$ cat config.mk
export PLATFORM = sky130hd
export DESIGN_NAME = xpc_expansion_ctrl
export DESIGN_NICKNAME = d
export VERILOG_FILES = /design/src/design/xpc_pkg.sv /design/src/design/xpc_fifo_if.sv /design/src/design/xpc_expansion_ctrl.sv /design/src/design/xpc_fifo.sv
export SDC_FILE = /design/constraint.sdc
export NUM_CORES = 1
export LEC_CHECK = 0
export ABC_AREA = 1
export BUFFER_PORTS_ARGS = -buffer_cell sky130_fd_sc_hd__buf_2
export CAP_MARGIN = 10
export CORE_MARGIN = 2
export CORE_UTILIZATION = 30
export DETAILED_ROUTE_END_ITERATION = 8
export RECOVER_POWER = 50
export SYNTH_ARGS = -nofsm -noshare
export SYNTH_HDL_FRONTEND = slang
export SYNTH_HIERARCHICAL = 1
export SYNTH_SLANG_ARGS = --single-unit
$ cat constraint.sdc
create_clock -name clock -period 1.7 [get_ports clock]
set_input_delay 0.17 -clock clock [delete_from_list [all_inputs] [get_ports clock]]
set_output_delay 0.17 -clock clock [all_outputs]
set_load 0.02 [all_outputs]
$ cat src/design/xpc_pkg.sv
package xpc_pkg;

   ////////////////////////////////////////////////////////////////////////
   // register placement and reset value
   localparam logic [7:0] EXP_CTRL_ADDR = 8'h13;
   localparam logic [7:0] EXP_CTRL_RESET = 8'h00;

   ////////////////////////////////////////////////////////////////////////
   // field positions inside the control register
   localparam int OUT_EN_BIT = 7;   // realtime output enable
   localparam int HORIZ_VALID_REF_SEL_BIT = 6; // horizontal reference select
   localparam int VREF_SEL_HI = 5;  // vertical reference select, msb
   localparam int VREF_SEL_LO = 4;  // vertical reference select, lsb
   localparam int LOCK_SEL_BIT = 3; // lock indicator variant
   localparam int FMT_HI = 2;       // output format select, msb
   localparam int FMT_LO = 0;       // output format select, lsb

   ////////////////////////////////////////////////////////////////////////
   // output format codes
   localparam logic [2:0] FMT_ITU656 = 3'h0;
   localparam logic [2:0] FMT_GATED = 3'h1;
   localparam logic [2:0] FMT_422 = 3'h2;
   localparam logic [2:0] FMT_RES_A = 3'h3;
   localparam logic [2:0] FMT_BYP_HI = 3'h4;
   localparam logic [2:0] FMT_BYP_LO = 3'h5;
   localparam logic [2:0] FMT_RES_B = 3'h6;
   localparam logic [2:0] FMT_BYP_SPLIT = 3'h7;

   // vertical reference select codes
   localparam logic [1:0] VREF_VSYNC = 2'h0;
   localparam logic [1:0] VREF_FIELD = 2'h1;
   localparam logic [1:0] VREF_VSYNC_N = 2'h2;
   localparam logic [1:0] VREF_FIELD_N = 2'h3;

   ////////////////////////////////////////////////////////////////////////
   // timing: pixel ticks per eighth-rate step, last index of the divider
   localparam logic [2:0] EIGHTH_LAST = 3'h7;
   localparam logic [7:0] HS_STEP_MAX = 8'hff;

   // blanking words written over gated-off video
   localparam logic [7:0] BLANK_CHROMA = 8'h80;
   localparam logic [7:0] BLANK_LUMA = 8'h10;

   // output buffer shape
   localparam int FIFO_WIDTH = 8;
   localparam int FIFO_DEPTH = 8;

   // picks bits 8..1 (high) or 7..0 (low) of a 9-bit converter word
   function automatic logic [7:0] bypass_byte(input logic [8:0] word,
                                              input logic high);
      bypass_byte = high ? word[8:1] : word[7:0];
   endfunction

endpackage

$ cat src/design/xpc_fifo_if.sv
`timescale 1ns/10ps
// byte stream between the format selector and the output buffer
interface xpc_fifo_if #(parameter int WIDTH = 8);
   logic in_valid;            // filling side offers a word
   logic in_ready;            // buffer has room
   logic [WIDTH-1:0] in_data; // word offered
   logic out_valid;           // buffer holds a word
   logic out_ready;           // draining side takes it
   logic [WIDTH-1:0] out_data; // oldest word

   modport fifo (input in_valid, in_data, out_ready,
                 output in_ready, out_valid, out_data);
   modport user (output in_valid, in_data, out_ready,
                 input in_ready, out_valid, out_data);
endinterface

$ cat src/design/xpc_expansion_ctrl.sv
`timescale 1ns/10ps
// How it works
// - output enable bit drives or floats realtime pin
// - bit 6 picks reference or sync pulse
// - sync pulse width and fine delay programmable
// - bits 5:4 route vertical reference output
// - bit 3 picks inverted lock or fast lock
// - format 000 passes stream with timing codes
// - format 001 blanks video outside gate window
// - format 010 drops timing reference codes
// - format 100 bypasses converter bits 8..1
// - format 101 bypasses converter bits 7..0
// - format 111 splits one converter word
// - half-rate reference toggles every pixel tick
// - horizontal reference marks each active line
module xpc_expansion_ctrl
   import xpc_pkg::*;
(
   // clock and reset
   input wire logic clock,
   input wire logic rst_n,
   // register port from the serial control front end
   input wire logic [7:0] reg_addr,
   input wire logic [7:0] reg_wdata,
   input wire logic reg_write,
   input wire logic reg_read,
   output logic [7:0] reg_rdata,
   output logic reg_rvalid,
   // settings held in neighbouring registers
   input wire logic [7:0] hsync_begin,
   input wire logic [7:0] hsync_stop,
   input wire logic [1:0] hsync_fine_delay,
   input wire logic [8:0] gate_start_line,
   input wire logic [8:0] gate_stop_line,
   input wire logic gate_position_select,
   // video timing from the decoder core
   input wire logic pix_en,
   input wire logic horiz_valid_ref,
   input wire logic vertical_sync_signal,
   input wire logic field_identifier,
   input wire logic [8:0] line_number,
   input wire logic horiz_lock_status,
   input wire logic fast_lock_indicator,
   input wire logic rt_control_data,
   // decoded byte stream
   input wire logic [7:0] vid_data,
   input wire logic vid_valid,
   input wire logic vid_timing_code,
   output logic vid_ready,
   // converter words for bypass
   input wire logic [8:0] converter_one,
   input wire logic [8:0] converter_two,
   input wire logic [8:0] converter_three,
   input wire logic [8:0] converter_four,
   input wire logic converter_pair_high,
   input wire logic two_converters,
   // expansion port and realtime pin
   input wire logic exp_ready,
   output logic [7:0] exp_data_bus,
   output logic exp_data_valid,
   output logic exp_horiz_ref_out,
   output logic exp_vert_ref_out,
   output logic horiz_lock_indicator,
   output logic realtime_control_out,
   output logic realtime_out_oe,
   output logic half_rate_reference
);

   ////////////////////////////////////////////////////////////////////////
   // state
   logic [7:0] ctrl, next_ctrl;            // the control register
   logic [2:0] pix_cnt, next_pix_cnt;      // divider of pixel ticks
   logic horiz_valid_ref_prev, next_horiz_valid_ref_prev;        // for line start edge
   logic [7:0] hs_step, next_hs_step;      // eighth-rate steps in line
   logic [2:0] hs_pipe, next_hs_pipe;      // half-rate delay taps
   logic blank_phase, next_blank_phase;    // chroma/luma of blanking
   logic [7:0] next_reg_rdata;
   logic next_reg_rvalid;
   logic [7:0] next_exp_data;
   logic next_exp_valid, next_horiz_valid_ref_out, next_vref_out, next_lock;
   logic next_rt_out, next_rt_oe, next_half;

   // combinational helpers
   logic [2:0] fmt;
   logic line_start, eighth_tick, half_tick, hs_raw, hs_sel, gate_on;
   logic [8:0] conv_lo, conv_hi;

   xpc_fifo_if #(.WIDTH(FIFO_WIDTH)) link ();

   // buffer between the format selector and the port pins
   xpc_fifo #(.WIDTH(FIFO_WIDTH), .DEPTH(FIFO_DEPTH)) u_fifo (
      .clock(clock),
      .rst_n(rst_n),
      .link(link.fifo)
   );

   ////////////////////////////////////////////////////////////////////////
   // next values of every flop of this module
   always_comb begin
      fmt = ctrl[FMT_HI:FMT_LO];
      line_start = horiz_valid_ref && !horiz_valid_ref_prev;
      eighth_tick = pix_en && (pix_cnt == EIGHTH_LAST);
      half_tick = pix_en && pix_cnt[0];
      hs_raw = (hs_step >= hsync_begin) && (hs_step < hsync_stop);
      // fine delay slides the pulse by whole half-rate steps
      hs_sel = (hsync_fine_delay == 2'h0) ? hs_raw :
               hs_pipe[hsync_fine_delay - 2'h1];
      // position select widens the window to include the stop line
      gate_on = (line_number >= gate_start_line) &&
                ((line_number < gate_stop_line) ||
                 (gate_position_select && line_number == gate_stop_line));
      conv_lo = converter_pair_high ? converter_three : converter_one;
      conv_hi = converter_pair_high ? converter_four : converter_two;

      // register port: reads answer one cycle later
      next_ctrl = ctrl;
      if (reg_write && reg_addr == EXP_CTRL_ADDR) begin
         next_ctrl = reg_wdata;
      end
      next_reg_rvalid = reg_read;
      next_reg_rdata = reg_rdata;
      if (reg_read) begin
         // unmapped subaddresses read as zero
         next_reg_rdata = (reg_addr == EXP_CTRL_ADDR) ? ctrl : 8'h00;
      end

      // pixel divider and the half-rate reference
      next_pix_cnt = pix_en ? pix_cnt + 3'h1 : pix_cnt;
      next_half = pix_en ? !half_rate_reference : half_rate_reference;

      // sync pulse counter restarts at every line
      next_horiz_valid_ref_prev = horiz_valid_ref;
      next_hs_step = hs_step;
      if (line_start) begin
         next_hs_step = 8'h00;
      end else if (eighth_tick && hs_step != HS_STEP_MAX) begin
         next_hs_step = hs_step + 8'h01;
      end
      next_hs_pipe = half_tick ? {hs_pipe[1:0], hs_raw} : hs_pipe;

      // format selector feeding the buffer
      link.in_valid = 1'b0;
      link.in_data = 8'h00;
      case (fmt)
         FMT_ITU656: begin
            link.in_valid = vid_valid;
            link.in_data = vid_data;
         end
         FMT_GATED: begin
            // timing codes stay; video outside the window is blanked
            link.in_valid = vid_valid;
            link.in_data = (vid_timing_code || gate_on) ? vid_data :
                           (blank_phase ? BLANK_LUMA : BLANK_CHROMA);
         end
         FMT_422: begin
            link.in_valid = vid_valid && !vid_timing_code;
            link.in_data = vid_data;
         end
         FMT_BYP_HI: begin
            link.in_valid = pix_en;
            link.in_data = bypass_byte((two_converters &&
               half_rate_reference) ? conv_hi : conv_lo, 1'b1);
         end
         FMT_BYP_LO: begin
            link.in_valid = pix_en;
            link.in_data = bypass_byte((two_converters &&
               half_rate_reference) ? conv_hi : conv_lo, 1'b0);
         end
         FMT_BYP_SPLIT: begin
            link.in_valid = pix_en;
            link.in_data = bypass_byte(conv_lo, half_rate_reference);
         end
         default: begin
            // reserved codes put nothing on the bus
            link.in_valid = 1'b0;
         end
      endcase

      // blanking alternates chroma/luma, realigned at each timing code
      next_blank_phase = blank_phase;
      if (fmt == FMT_GATED && vid_valid && link.in_ready) begin
         next_blank_phase = vid_timing_code ? 1'b0 : !blank_phase;
      end

      // drain side: the port partner can stall the buffer
      link.out_ready = exp_ready;
      next_exp_valid = link.out_valid && exp_ready;
      next_exp_data = next_exp_valid ? link.out_data : exp_data_bus;

      // pin selections
      next_horiz_valid_ref_out = ctrl[HORIZ_VALID_REF_SEL_BIT] ? hs_sel : horiz_valid_ref;
      case (ctrl[VREF_SEL_HI:VREF_SEL_LO])
         VREF_VSYNC: next_vref_out = vertical_sync_signal;
         VREF_FIELD: next_vref_out = field_identifier;
         VREF_VSYNC_N: next_vref_out = !vertical_sync_signal;
         VREF_FIELD_N: next_vref_out = !field_identifier;
         default: next_vref_out = vertical_sync_signal;
      endcase
      next_lock = ctrl[LOCK_SEL_BIT] ? fast_lock_indicator :
                  !horiz_lock_status;
      next_rt_out = rt_control_data;
      next_rt_oe = ctrl[OUT_EN_BIT];
   end

   // source stalls when the buffer is full; bypass words are then lost
   assign vid_ready = link.in_ready;

   ////////////////////////////////////////////////////////////////////////
   // registers
   always_ff @(posedge clock) begin
      if (!rst_n) begin
         ctrl <= EXP_CTRL_RESET;
         pix_cnt <= 3'h0;
         horiz_valid_ref_prev <= 1'b0;
         hs_step <= 8'h00;
         hs_pipe <= 3'h0;
         blank_phase <= 1'b0;
         reg_rdata <= 8'h00;
         reg_rvalid <= 1'b0;
         exp_data_bus <= 8'h00;
         exp_data_valid <= 1'b0;
         exp_horiz_ref_out <= 1'b0;
         exp_vert_ref_out <= 1'b0;
         horiz_lock_indicator <= 1'b0;
         realtime_control_out <= 1'b0;
         realtime_out_oe <= 1'b0;
         half_rate_reference <= 1'b0;
      end else begin
         ctrl <= next_ctrl;
         pix_cnt <= next_pix_cnt;
         horiz_valid_ref_prev <= next_horiz_valid_ref_prev;
         hs_step <= next_hs_step;
         hs_pipe <= next_hs_pipe;
         blank_phase <= next_blank_phase;
         reg_rdata <= next_reg_rdata;
         reg_rvalid <= next_reg_rvalid;
         exp_data_bus <= next_exp_data;
         exp_data_valid <= next_exp_valid;
         exp_horiz_ref_out <= next_horiz_valid_ref_out;
         exp_vert_ref_out <= next_vref_out;
         horiz_lock_indicator <= next_lock;
         realtime_control_out <= next_rt_out;
         realtime_out_oe <= next_rt_oe;
         half_rate_reference <= next_half;
      end
   end
endmodule

$ cat src/design/xpc_fifo.sv
`timescale 1ns/10ps
module xpc_fifo #(
   parameter int WIDTH = 8,
   parameter int DEPTH = 8
) (
   // clock and reset
   input wire logic clock,
   input wire logic rst_n,
   // stream in and out
   xpc_fifo_if.fifo link
);
   localparam int AW = $clog2(DEPTH);
   localparam logic [AW:0] DEPTH_N = (AW+1)'(DEPTH);
   localparam logic [AW-1:0] LAST = AW'(DEPTH - 1);

   logic [WIDTH-1:0] mem [DEPTH];       // storage, indexed by pointer
   logic [WIDTH-1:0] next_mem [DEPTH];
   logic [AW-1:0] wptr, next_wptr;      // next slot to fill
   logic [AW-1:0] rptr, next_rptr;      // oldest slot
   logic [AW:0] count, next_count;      // words held
   logic full, next_full;               // registered so ready is clean
   logic empty, next_empty;
   logic push, pop;

   // flags come from flops, so ready and valid never ripple through
   assign link.in_ready = !full;
   assign link.out_valid = !empty;
   assign link.out_data = mem[rptr];

   ////////////////////////////////////////////////////////////////////////
   // next state of pointers, count and storage
   always_comb begin
      push = link.in_valid && !full;
      pop = link.out_ready && !empty;
      next_mem = mem;
      next_wptr = wptr;
      next_rptr = rptr;
      next_count = count;
      if (push) begin
         next_mem[wptr] = link.in_data;
         next_wptr = (wptr == LAST) ? '0 : wptr + 1'b1;
      end
      if (pop) begin
         next_rptr = (rptr == LAST) ? '0 : rptr + 1'b1;
      end
      if (push && !pop) begin
         next_count = count + 1'b1;
      end else if (pop && !push) begin
         next_count = count - 1'b1;
      end
      next_full = (next_count == DEPTH_N);
      next_empty = (next_count == '0);
   end

   // storage needs no reset; only control state is cleared
   always_ff @(posedge clock) begin
      mem <= next_mem;
      if (!rst_n) begin
         wptr <= '0;
         rptr <= '0;
         count <= '0;
         full <= 1'b0;
         empty <= 1'b1;
      end else begin
         wptr <= next_wptr;
         rptr <= next_rptr;
         count <= next_count;
         full <= next_full;
         empty <= next_empty;
      end
   end
endmodule

==> results of run 1 <==
-- state kept, by name, indices dropped and copies added, names as in the netlist --
name and cells:
exp_horiz_ref_out 1, horiz_valid_ref_prev 1, reg_rvalid 1, blank_phase 1
u_fifo/wptr 3, reg_rdata 8, realtime_control_out 1, exp_data_bus 8
realtime_out_oe 1, exp_data_valid 1, u_fifo/rptr 3, u_fifo/empty 1
hs_pipe 3, half_rate_reference 1, u_fifo/full 1, pix_cnt 3
u_fifo/mem 64, ctrl 8, u_fifo/count 4, horiz_lock_indicator 1
exp_vert_ref_out 1, hs_step 8
-- final cells by class --
type	instances	share of cell area, %
Clock buffer	23	6.20
Clock inverter	9	0.990
Tap cell	280	3.85
Sequential cell	124	34.4
Inverter	96	4.13
Multi-Input combinational cell	580	36.0
Timing Repair Buffer	211	14.4
-- cells by family (layout without fill, tap and decap cells) --
| group | after synthesis | in the layout | synth area share (%) |
|---|---|---|---|
| compound gates | 181 | 181 | 14.4 |
| xor+xnor | 6 | 6 | 0.778 |
| fa+ha+maj | 43 | 43 | 7.97 |
| buf+inv | 117 | 339 | 7.71 |
| flops | 124 | 124 | 46.2 |
| mux | 1 | 1 | 0.167 |
| simple gates | 349 | 349 | 22.7 |
-- cell usage after synthesis (all sizes together) (4+ instances only) --
library cell	count
a31oi	10
nor2	133
o22ai	13
xor2	4
ha	43
nand3	41
buf	16
o21ai	99
a211oi	4
a21oi	50
nor3	9
clkbuf	5
dfxtp	60
edfxtp	64
inv	93
nand2	159
-- per-layer routing --
layer	part of all wire [%]	vias to the layer above	global-route usage [%]
met2	47	156	23.7
li1	-	3175	-
met1	46	2659	17.8
met4	2.2	0	6.63
met5	0	-	0
met3	5.0	24	3.24
-- placed cells by master (no fill, tap or decap), types with 4 or more instances in the layout --
| cell type | instances |
|---|---|
| nand3_2 | 7 |
| nor3_1 | 5 |
| buf_6 | 4 |
| o21ai_0 | 88 |
| nand2_4 | 4 |
| a21oi_1 | 47 |
| clkbuf_16 | 22 |
| xor2_1 | 4 |
| nand2_2 | 14 |
| clkbuf_1 | 26 |
| inv_1 | 81 |
| dfxtp_1 | 54 |
| edfxtp_1 | 64 |
| inv_4 | 4 |
| nand3_1 | 34 |
| nor2_1 | 118 |
| ha_1 | 43 |
| nor2_4 | 13 |
| buf_4 | 45 |
| buf_2 | 122 |
| o22ai_1 | 12 |
| dlygate4sd3_1 | 5 |
| buf_12 | 6 |
| inv_2 | 9 |
| o21ai_1 | 8 |
| dfxtp_2 | 5 |
| a31oi_1 | 10 |
| nand2_1 | 139 |
-- critical path, stage by stage (launching register included) --
cell,delay (ps)
dfxtp_2,330
inv_4,70
o21ai_2,60
o22ai_1,180
buf_4,170
nand2_8,100
nor2_4,150
inv_4,80
nor2_4,120
buf_6,140
-- worst max-delay path by stage --
stage / startpoint / end / slack [ps]
floorplan: ctrl[1] / u_fifo/mem[48] / -90
global placement: line_number[8] / u_fifo/mem[44] / -290
detailed placement: line_number[8] / u_fifo/mem[9] / -340
CTS: ctrl[1] / u_fifo/mem[32] / 8
global route: ctrl[1] / u_fifo/mem[20] / -40
finish: ctrl[1] / u_fifo/mem[16] / 9
-- power by group through the flow --
stage	registers [mW]	clock network (mW)	logic, mW
after floorplan	3.56	0	1.02
after CTS	3.46	3.90	1.78
final	3.46	3.83	1.84
after global routing	3.48	4.01	2.07
after detailed placement	3.52	0	1.75
after global placement	3.51	0	1.73
-- what timing repair did --
item	4_1_cts	5_1_grt
pin swaps	2	19
resized for setup	12	51
endpoints found under the setup margin	74	143
hold buffers	5	0
setup buffers	0	3
endpoints found under the hold margin	5	0
-- metrics by stage --
step           instance area, µm²  TNS [ps]  worst slack (ps)
2_1_floorplan                6790     -3030             -94.6
3_3_place_gp                 8230    -15790              -288
3_5_place_dp                 8230    -21340              -345
4_1_cts                      8970         0              7.63
5_1_grt                      9100     -1590             -44.3
6_report                     9100         0              8.87
==> impl_metrics.env, run 1 <==
export IMPL_yosysWarnings=6
export IMPL_switchingPower_mw=2.53
export IMPL_outcome="complete, no violations"
export IMPL_arrival_ps=1820
export IMPL_end_kind="register"
export IMPL_start_util_pct=30.8
export IMPL_grt_pass1_vias=5689
export IMPL_min_to="ctrl[4]"
export IMPL_fin_util_pct=41.4
export IMPL_intPower_mw=6.59
export IMPL_netlist_area_um2=6750
export IMPL_instances_no_fill=1323
export IMPL_vdd_drop_max_uv=626
export IMPL_grt_max_degree=29
export IMPL_synth_seq_area_share_pct=46.2
export IMPL_multi_input_area_um2=3280
export IMPL_synth_top_cell_area_share_pct=28.5
export IMPL_p_comb_share_pct=20.2
export IMPL_ant_nets=0
export IMPL_cts_sinks=124
export IMPL_setup_violations=0
export IMPL_min_delay_start="reg_wdata[4]"
export IMPL_portBuffers=146
export IMPL_r2r_end="u_fifo/mem[16]"
export IMPL_synth_top_cell_by_area="edfxtp_1"
export IMPL_final_nets=1195
export IMPL_p_total_mw=9.13
export IMPL_root_buffer="clkbuf_16"
export IMPL_hpwl_um=12900
export IMPL_regArea_um2=3130
export IMPL_wirelength_um=16900
export IMPL_clkPwrFrac_pct=42.0
export IMPL_grt_pass1_wl_um=27100
export IMPL_switching_share_pct=27.8
export IMPL_ys_ff_latch=124
export IMPL_drive_gt1_share_pct=27.8
export IMPL_fin_hold_ws_ps=26.9
export IMPL_num_vias=6014
export IMPL_r2r_slack_ps=9
export IMPL_cts_buffers=17
export IMPL_grt_usage_pct=14.3
export IMPL_required_ps=1830
export IMPL_fillers=2185
export IMPL_fin_crit_ps=1690
export IMPL_worstHoldPathCells=3
export IMPL_synth_edf_count=64
export IMPL_finalMaxSlewViolations=0
export IMPL_critPathMaxFanout=8
export IMPL_antennaDiodeCount=0
export IMPL_min_path_type="in2reg"
export IMPL_syn_inst=821
export IMPL_ys_top_cells_by_area="edfxtp_1 (28%), dfxtp_1 (18%), nand2_1 (8.3%)"
export IMPL_slew_headroom_pct=26.7
export IMPL_detail_route_first_pass_iterations=4
export IMPL_cap_viol_max_count=0
export IMPL_fin_crit_sh_pct=99.5
export IMPL_cts_tree="built"
export IMPL_wl_per_cell_um=12.8
export IMPL_core_area_um2=22000
export IMPL_p_leak_nw=4.06
export IMPL_dp_cells=1284
export IMPL_ff2ff_path_depth=9
export IMPL_critPathKind="reg2reg"
export IMPL_p_seq_share_pct=37.9
export IMPL_gp_congestion=0.792
export IMPL_fmax_mhz=591
export IMPL_synth_area_per_cell_um2=8.23
export IMPL_die_area_um2=23700
export IMPL_synth_cell_types=43
export IMPL_h_tree_depth=4
export IMPL_start_kind="register"
export IMPL_pin_count=147
export IMPL_synth_nets=986
export IMPL_die_width_um=154
export IMPL_clkTransAtPathRegs_ps=60
export IMPL_hold_violations=0
export IMPL_vias_per_cell=4.55
export IMPL_clk_path_buf_depth=2
export IMPL_worstSkewPairLatency_ps=420
export IMPL_antenna_found_initial=0
export IMPL_num_rows=54
export IMPL_r2r_start="ctrl[1]"
export IMPL_die_h_um=154
export IMPL_areaGrowthSynthToFinish_pct=34.7
export IMPL_drtIter0Drc=210
export IMPL_synth_async_reset_ratio_pct=0
export IMPL_power_density_nw_per_um2=1000
export IMPL_grt_overflow_total=0
export IMPL_clock_skew_ps=6.95
export IMPL_drc=0
export IMPL_worstMarginPinSlew_ps=1100
export IMPL_ys_flop_type="edfxtp_1"
export IMPL_rsz0062_at_grt="yes"
No activity file was read; power rests on OpenSTA's default activity.
==> run 2, diff against run 1 <==
SYNTH_HIERARCHICAL = not set   (was 1)
==> run 2 against run 1 <==
  * Count of clock-buffer cells in the layout decreased by 4
  * Fmax increased by 5.6%
  * Final cell count decreased by 4.1%
==> impl_metrics.env, run 2 <==
export IMPL_vdd_drop_max_uv=749
export IMPL_clk_path_buf_depth=2
export IMPL_outcome="complete, no violations"
export IMPL_r2r_start="ctrl[0]"
export IMPL_clock_skew_ps=7.53
export IMPL_fillers=2155
export IMPL_synth_area_per_cell_um2=8.32
export IMPL_crit_chain="nor2_4, nand3_2, nand3_4, nand2_4, nor2_1, inv_2, nor2_1, buf_4"
export IMPL_design_area_um2=8590
export IMPL_postPlaceCellArea_um2=7890
export IMPL_antenna_found_initial=2
export IMPL_final_common_cell="nand2_1"
export IMPL_vias_per_cell=4.68
export IMPL_core_area_um2=21200
export IMPL_drtIter0Drc=373
export IMPL_grt_usage_pct=15.5
export IMPL_p_total_mw=8.57
export IMPL_worstMarginPinSlew_ps=656
export IMPL_synth_area_mux_share_pct=0.327
export IMPL_num_rows=53
export IMPL_die_area_um2=22900
export IMPL_synth_simple_area_share_pct=18.6
export IMPL_crit_path_start="ctrl[0]"
export IMPL_fmax_mhz=625
export IMPL_die_width_um=151
export IMPL_synth_cell_types=37
export IMPL_netlist_area_um2=6500
export IMPL_cap_viol_max_count=0
export IMPL_cp_top_family="simple AND/OR/NAND/NOR gates"
export IMPL_cts_buffers=17
export IMPL_critical_path_slowest_cell="dfxtp_4"
export IMPL_final_nets=1145
export IMPL_setup_slack_ps=99.0
export IMPL_root_buffer="clkbuf_16"
export IMPL_end_kind="register"
export IMPL_yosys_cell_count_top_type="nand2_1"
export IMPL_post_place_ws_ps=-389
export IMPL_start_util_pct=30.7
export IMPL_dp_cells=1231
export IMPL_setup_violations=0
export IMPL_clkTransAtPathRegs_ps=60
export IMPL_synth_fa_ha_area_share_pct=8.28
export IMPL_drc=0
export IMPL_critPathMaxFanout=6
export IMPL_wl_per_cell_um=13.4
export IMPL_required_ps=1840
export IMPL_min_delay_start="reg_wdata[5]"
export IMPL_grt_pass1_vias=5656
export IMPL_drive_gt1_share_pct=25.2
export IMPL_grt_overflow_total=0
export IMPL_ys_ff_latch=124
export IMPL_cts_sinks=124
export IMPL_h_tree_depth=4
export IMPL_detail_route_first_pass_iterations=5
export IMPL_grt_max_degree=36
export IMPL_synth_top_family_by_area="simple AND/OR/NAND/NOR gates"
export IMPL_synth_edf_count=64
export IMPL_portBuffers=146
export IMPL_synthTopCellsByCount="nand2_1 (127), o21ai_0 (96), inv_1 (94)"
export IMPL_synth_top_cell_area_share_pct=29.6
export IMPL_path_buf_inv=2
export IMPL_top_register="u_fifo.mem"
export IMPL_yosysWarnings=0
export IMPL_min_path_type="in2reg"
export IMPL_worstSkewPairLatency_ps=420
export IMPL_setup_tns_ps=0
export IMPL_max_stage_delay_ps=370
export IMPL_wirelength_um=17000
export IMPL_fin_crit_sh_pct=94.2
export IMPL_areaGrowthSynthToFinish_pct=32.1
export IMPL_fin_util_pct=40.6
export IMPL_fin_crit_ps=1600
export IMPL_synthXorXnorAreaFrac_pct=0.135
export IMPL_synth_nets=946
export IMPL_synth_async_reset_ratio_pct=0
export IMPL_fin_hold_ws_ps=30.7
export IMPL_ant_nets=0
export IMPL_synth_compound_area_share_pct=17.2
export IMPL_cts_tree="built"
export IMPL_finalMaxSlewViolations=0
export IMPL_ys_flop_type="edfxtp_1"
export IMPL_instances_no_fill=1269
export IMPL_p_leak_nw=3.80
export IMPL_start_kind="register"
export IMPL_synth_seq_area_share_pct=48.1
export IMPL_critPathKind="reg2reg"
export IMPL_hpwl_um=13100
export IMPL_power_density_nw_per_um2=998
export IMPL_num_vias=5933
export IMPL_slew_headroom_pct=56.3
export IMPL_die_h_um=151
export IMPL_synth_top_cell_by_area="edfxtp_1"
export IMPL_gp_congestion=0.806
export IMPL_final_cell_mix="nand2_1 (124), buf_2 (122), o21ai_0 (95)"
export IMPL_largest_reg_flops=64
export IMPL_syn_inst=781
export IMPL_ys_top_cells_by_area="edfxtp_1 (30%), dfxtp_1 (18%), ha_1 (8.3%)"
export IMPL_pin_count=147
export IMPL_hold_violations=0
export IMPL_arrival_ps=1740
export IMPL_crit_top_cell="nor2_1"
export IMPL_grt_pass1_wl_um=27800
run 2: changes by cell type after synthesis, moves of 9 or more:
cell	change
nor2_1	-42
a21oi_1	+9
a31oi_1	-9
clkbuf_1	+12
nand2_1	-23
inv_1	+11
run 2: report_power, final:
| group | internal (mW) | switching [mW] | leakage (nW) | total [mW] |
|---|---|---|---|---|
| logic | 0.588 | 0.952 | 2.44 | 1.54 |
| registers | 3.32 | 0.0846 | 1.08 | 3.40 |
| clock network | 2.23 | 1.40 | 0.286 | 3.63 |
| total | 6.14 | 2.44 | 3.80 | 8.57 |
run 2: cell type report:
type | count | area (µm²) | area share (%)
Antenna cell | 1 | 2.50 | 0.0291
Clock buffer | 19 | 443 | 5.16
Clock inverter | 13 | 154 | 1.79
Inverter | 100 | 382 | 4.44
Multi-Input combinational cell | 532 | 2980 | 34.8
Sequential cell | 124 | 3130 | 36.5
Tap cell | 275 | 344 | 4.01
Timing Repair Buffer | 205 | 1140 | 13.3
run 2: what timing repair did:
item | 4_1_cts | 5_1_grt
hold buffers | 3 | 0
pin swaps | 0 | 2
buffers inserted | 0 | 2
cloned | 0 | 0
gates resized for setup | 3 | 27
endpoints found under the hold margin | 3 | 0
endpoints found under the setup margin | 17 | 126
run 2: worst paths after layout:
kind	to	slack (ps)	depth (start not counted)
worst max-delay path	u_fifo.mem[17]	100	8
worst min-delay path	ctrl[5]	30	3
worst max register to register	u_fifo.mem[17]	100	8
worst min register to register	realtime_out_oe	460	2
run 2: per-layer routing:
| metal | global-route usage [%] | routed length [µm] | vias to the layer above |
|---|---|---|---|
| met3 | 4.28 | 944 | 20 |
| met4 | 4.49 | 256 | 2 |
| met1 | 20.0 | 8040 | 2673 |
| met5 | 0 | 11 | - |
| met2 | 25.5 | 7750 | 159 |
| li1 | - | - | 3079 |
run 2: logic make-up after synthesis:
group,after synthesis
xor+xnor,1
mux,2
flops,124
simple gates,281
compound gates,205
buf+inv,125
fa+ha+maj,43
run 2: worst register-to-register path: cells and delay by family (launching register included):
family	cells	cell delay, ps
and+or+nand+nor	6	670
DFF	1	370
buffers and inverters	2	270
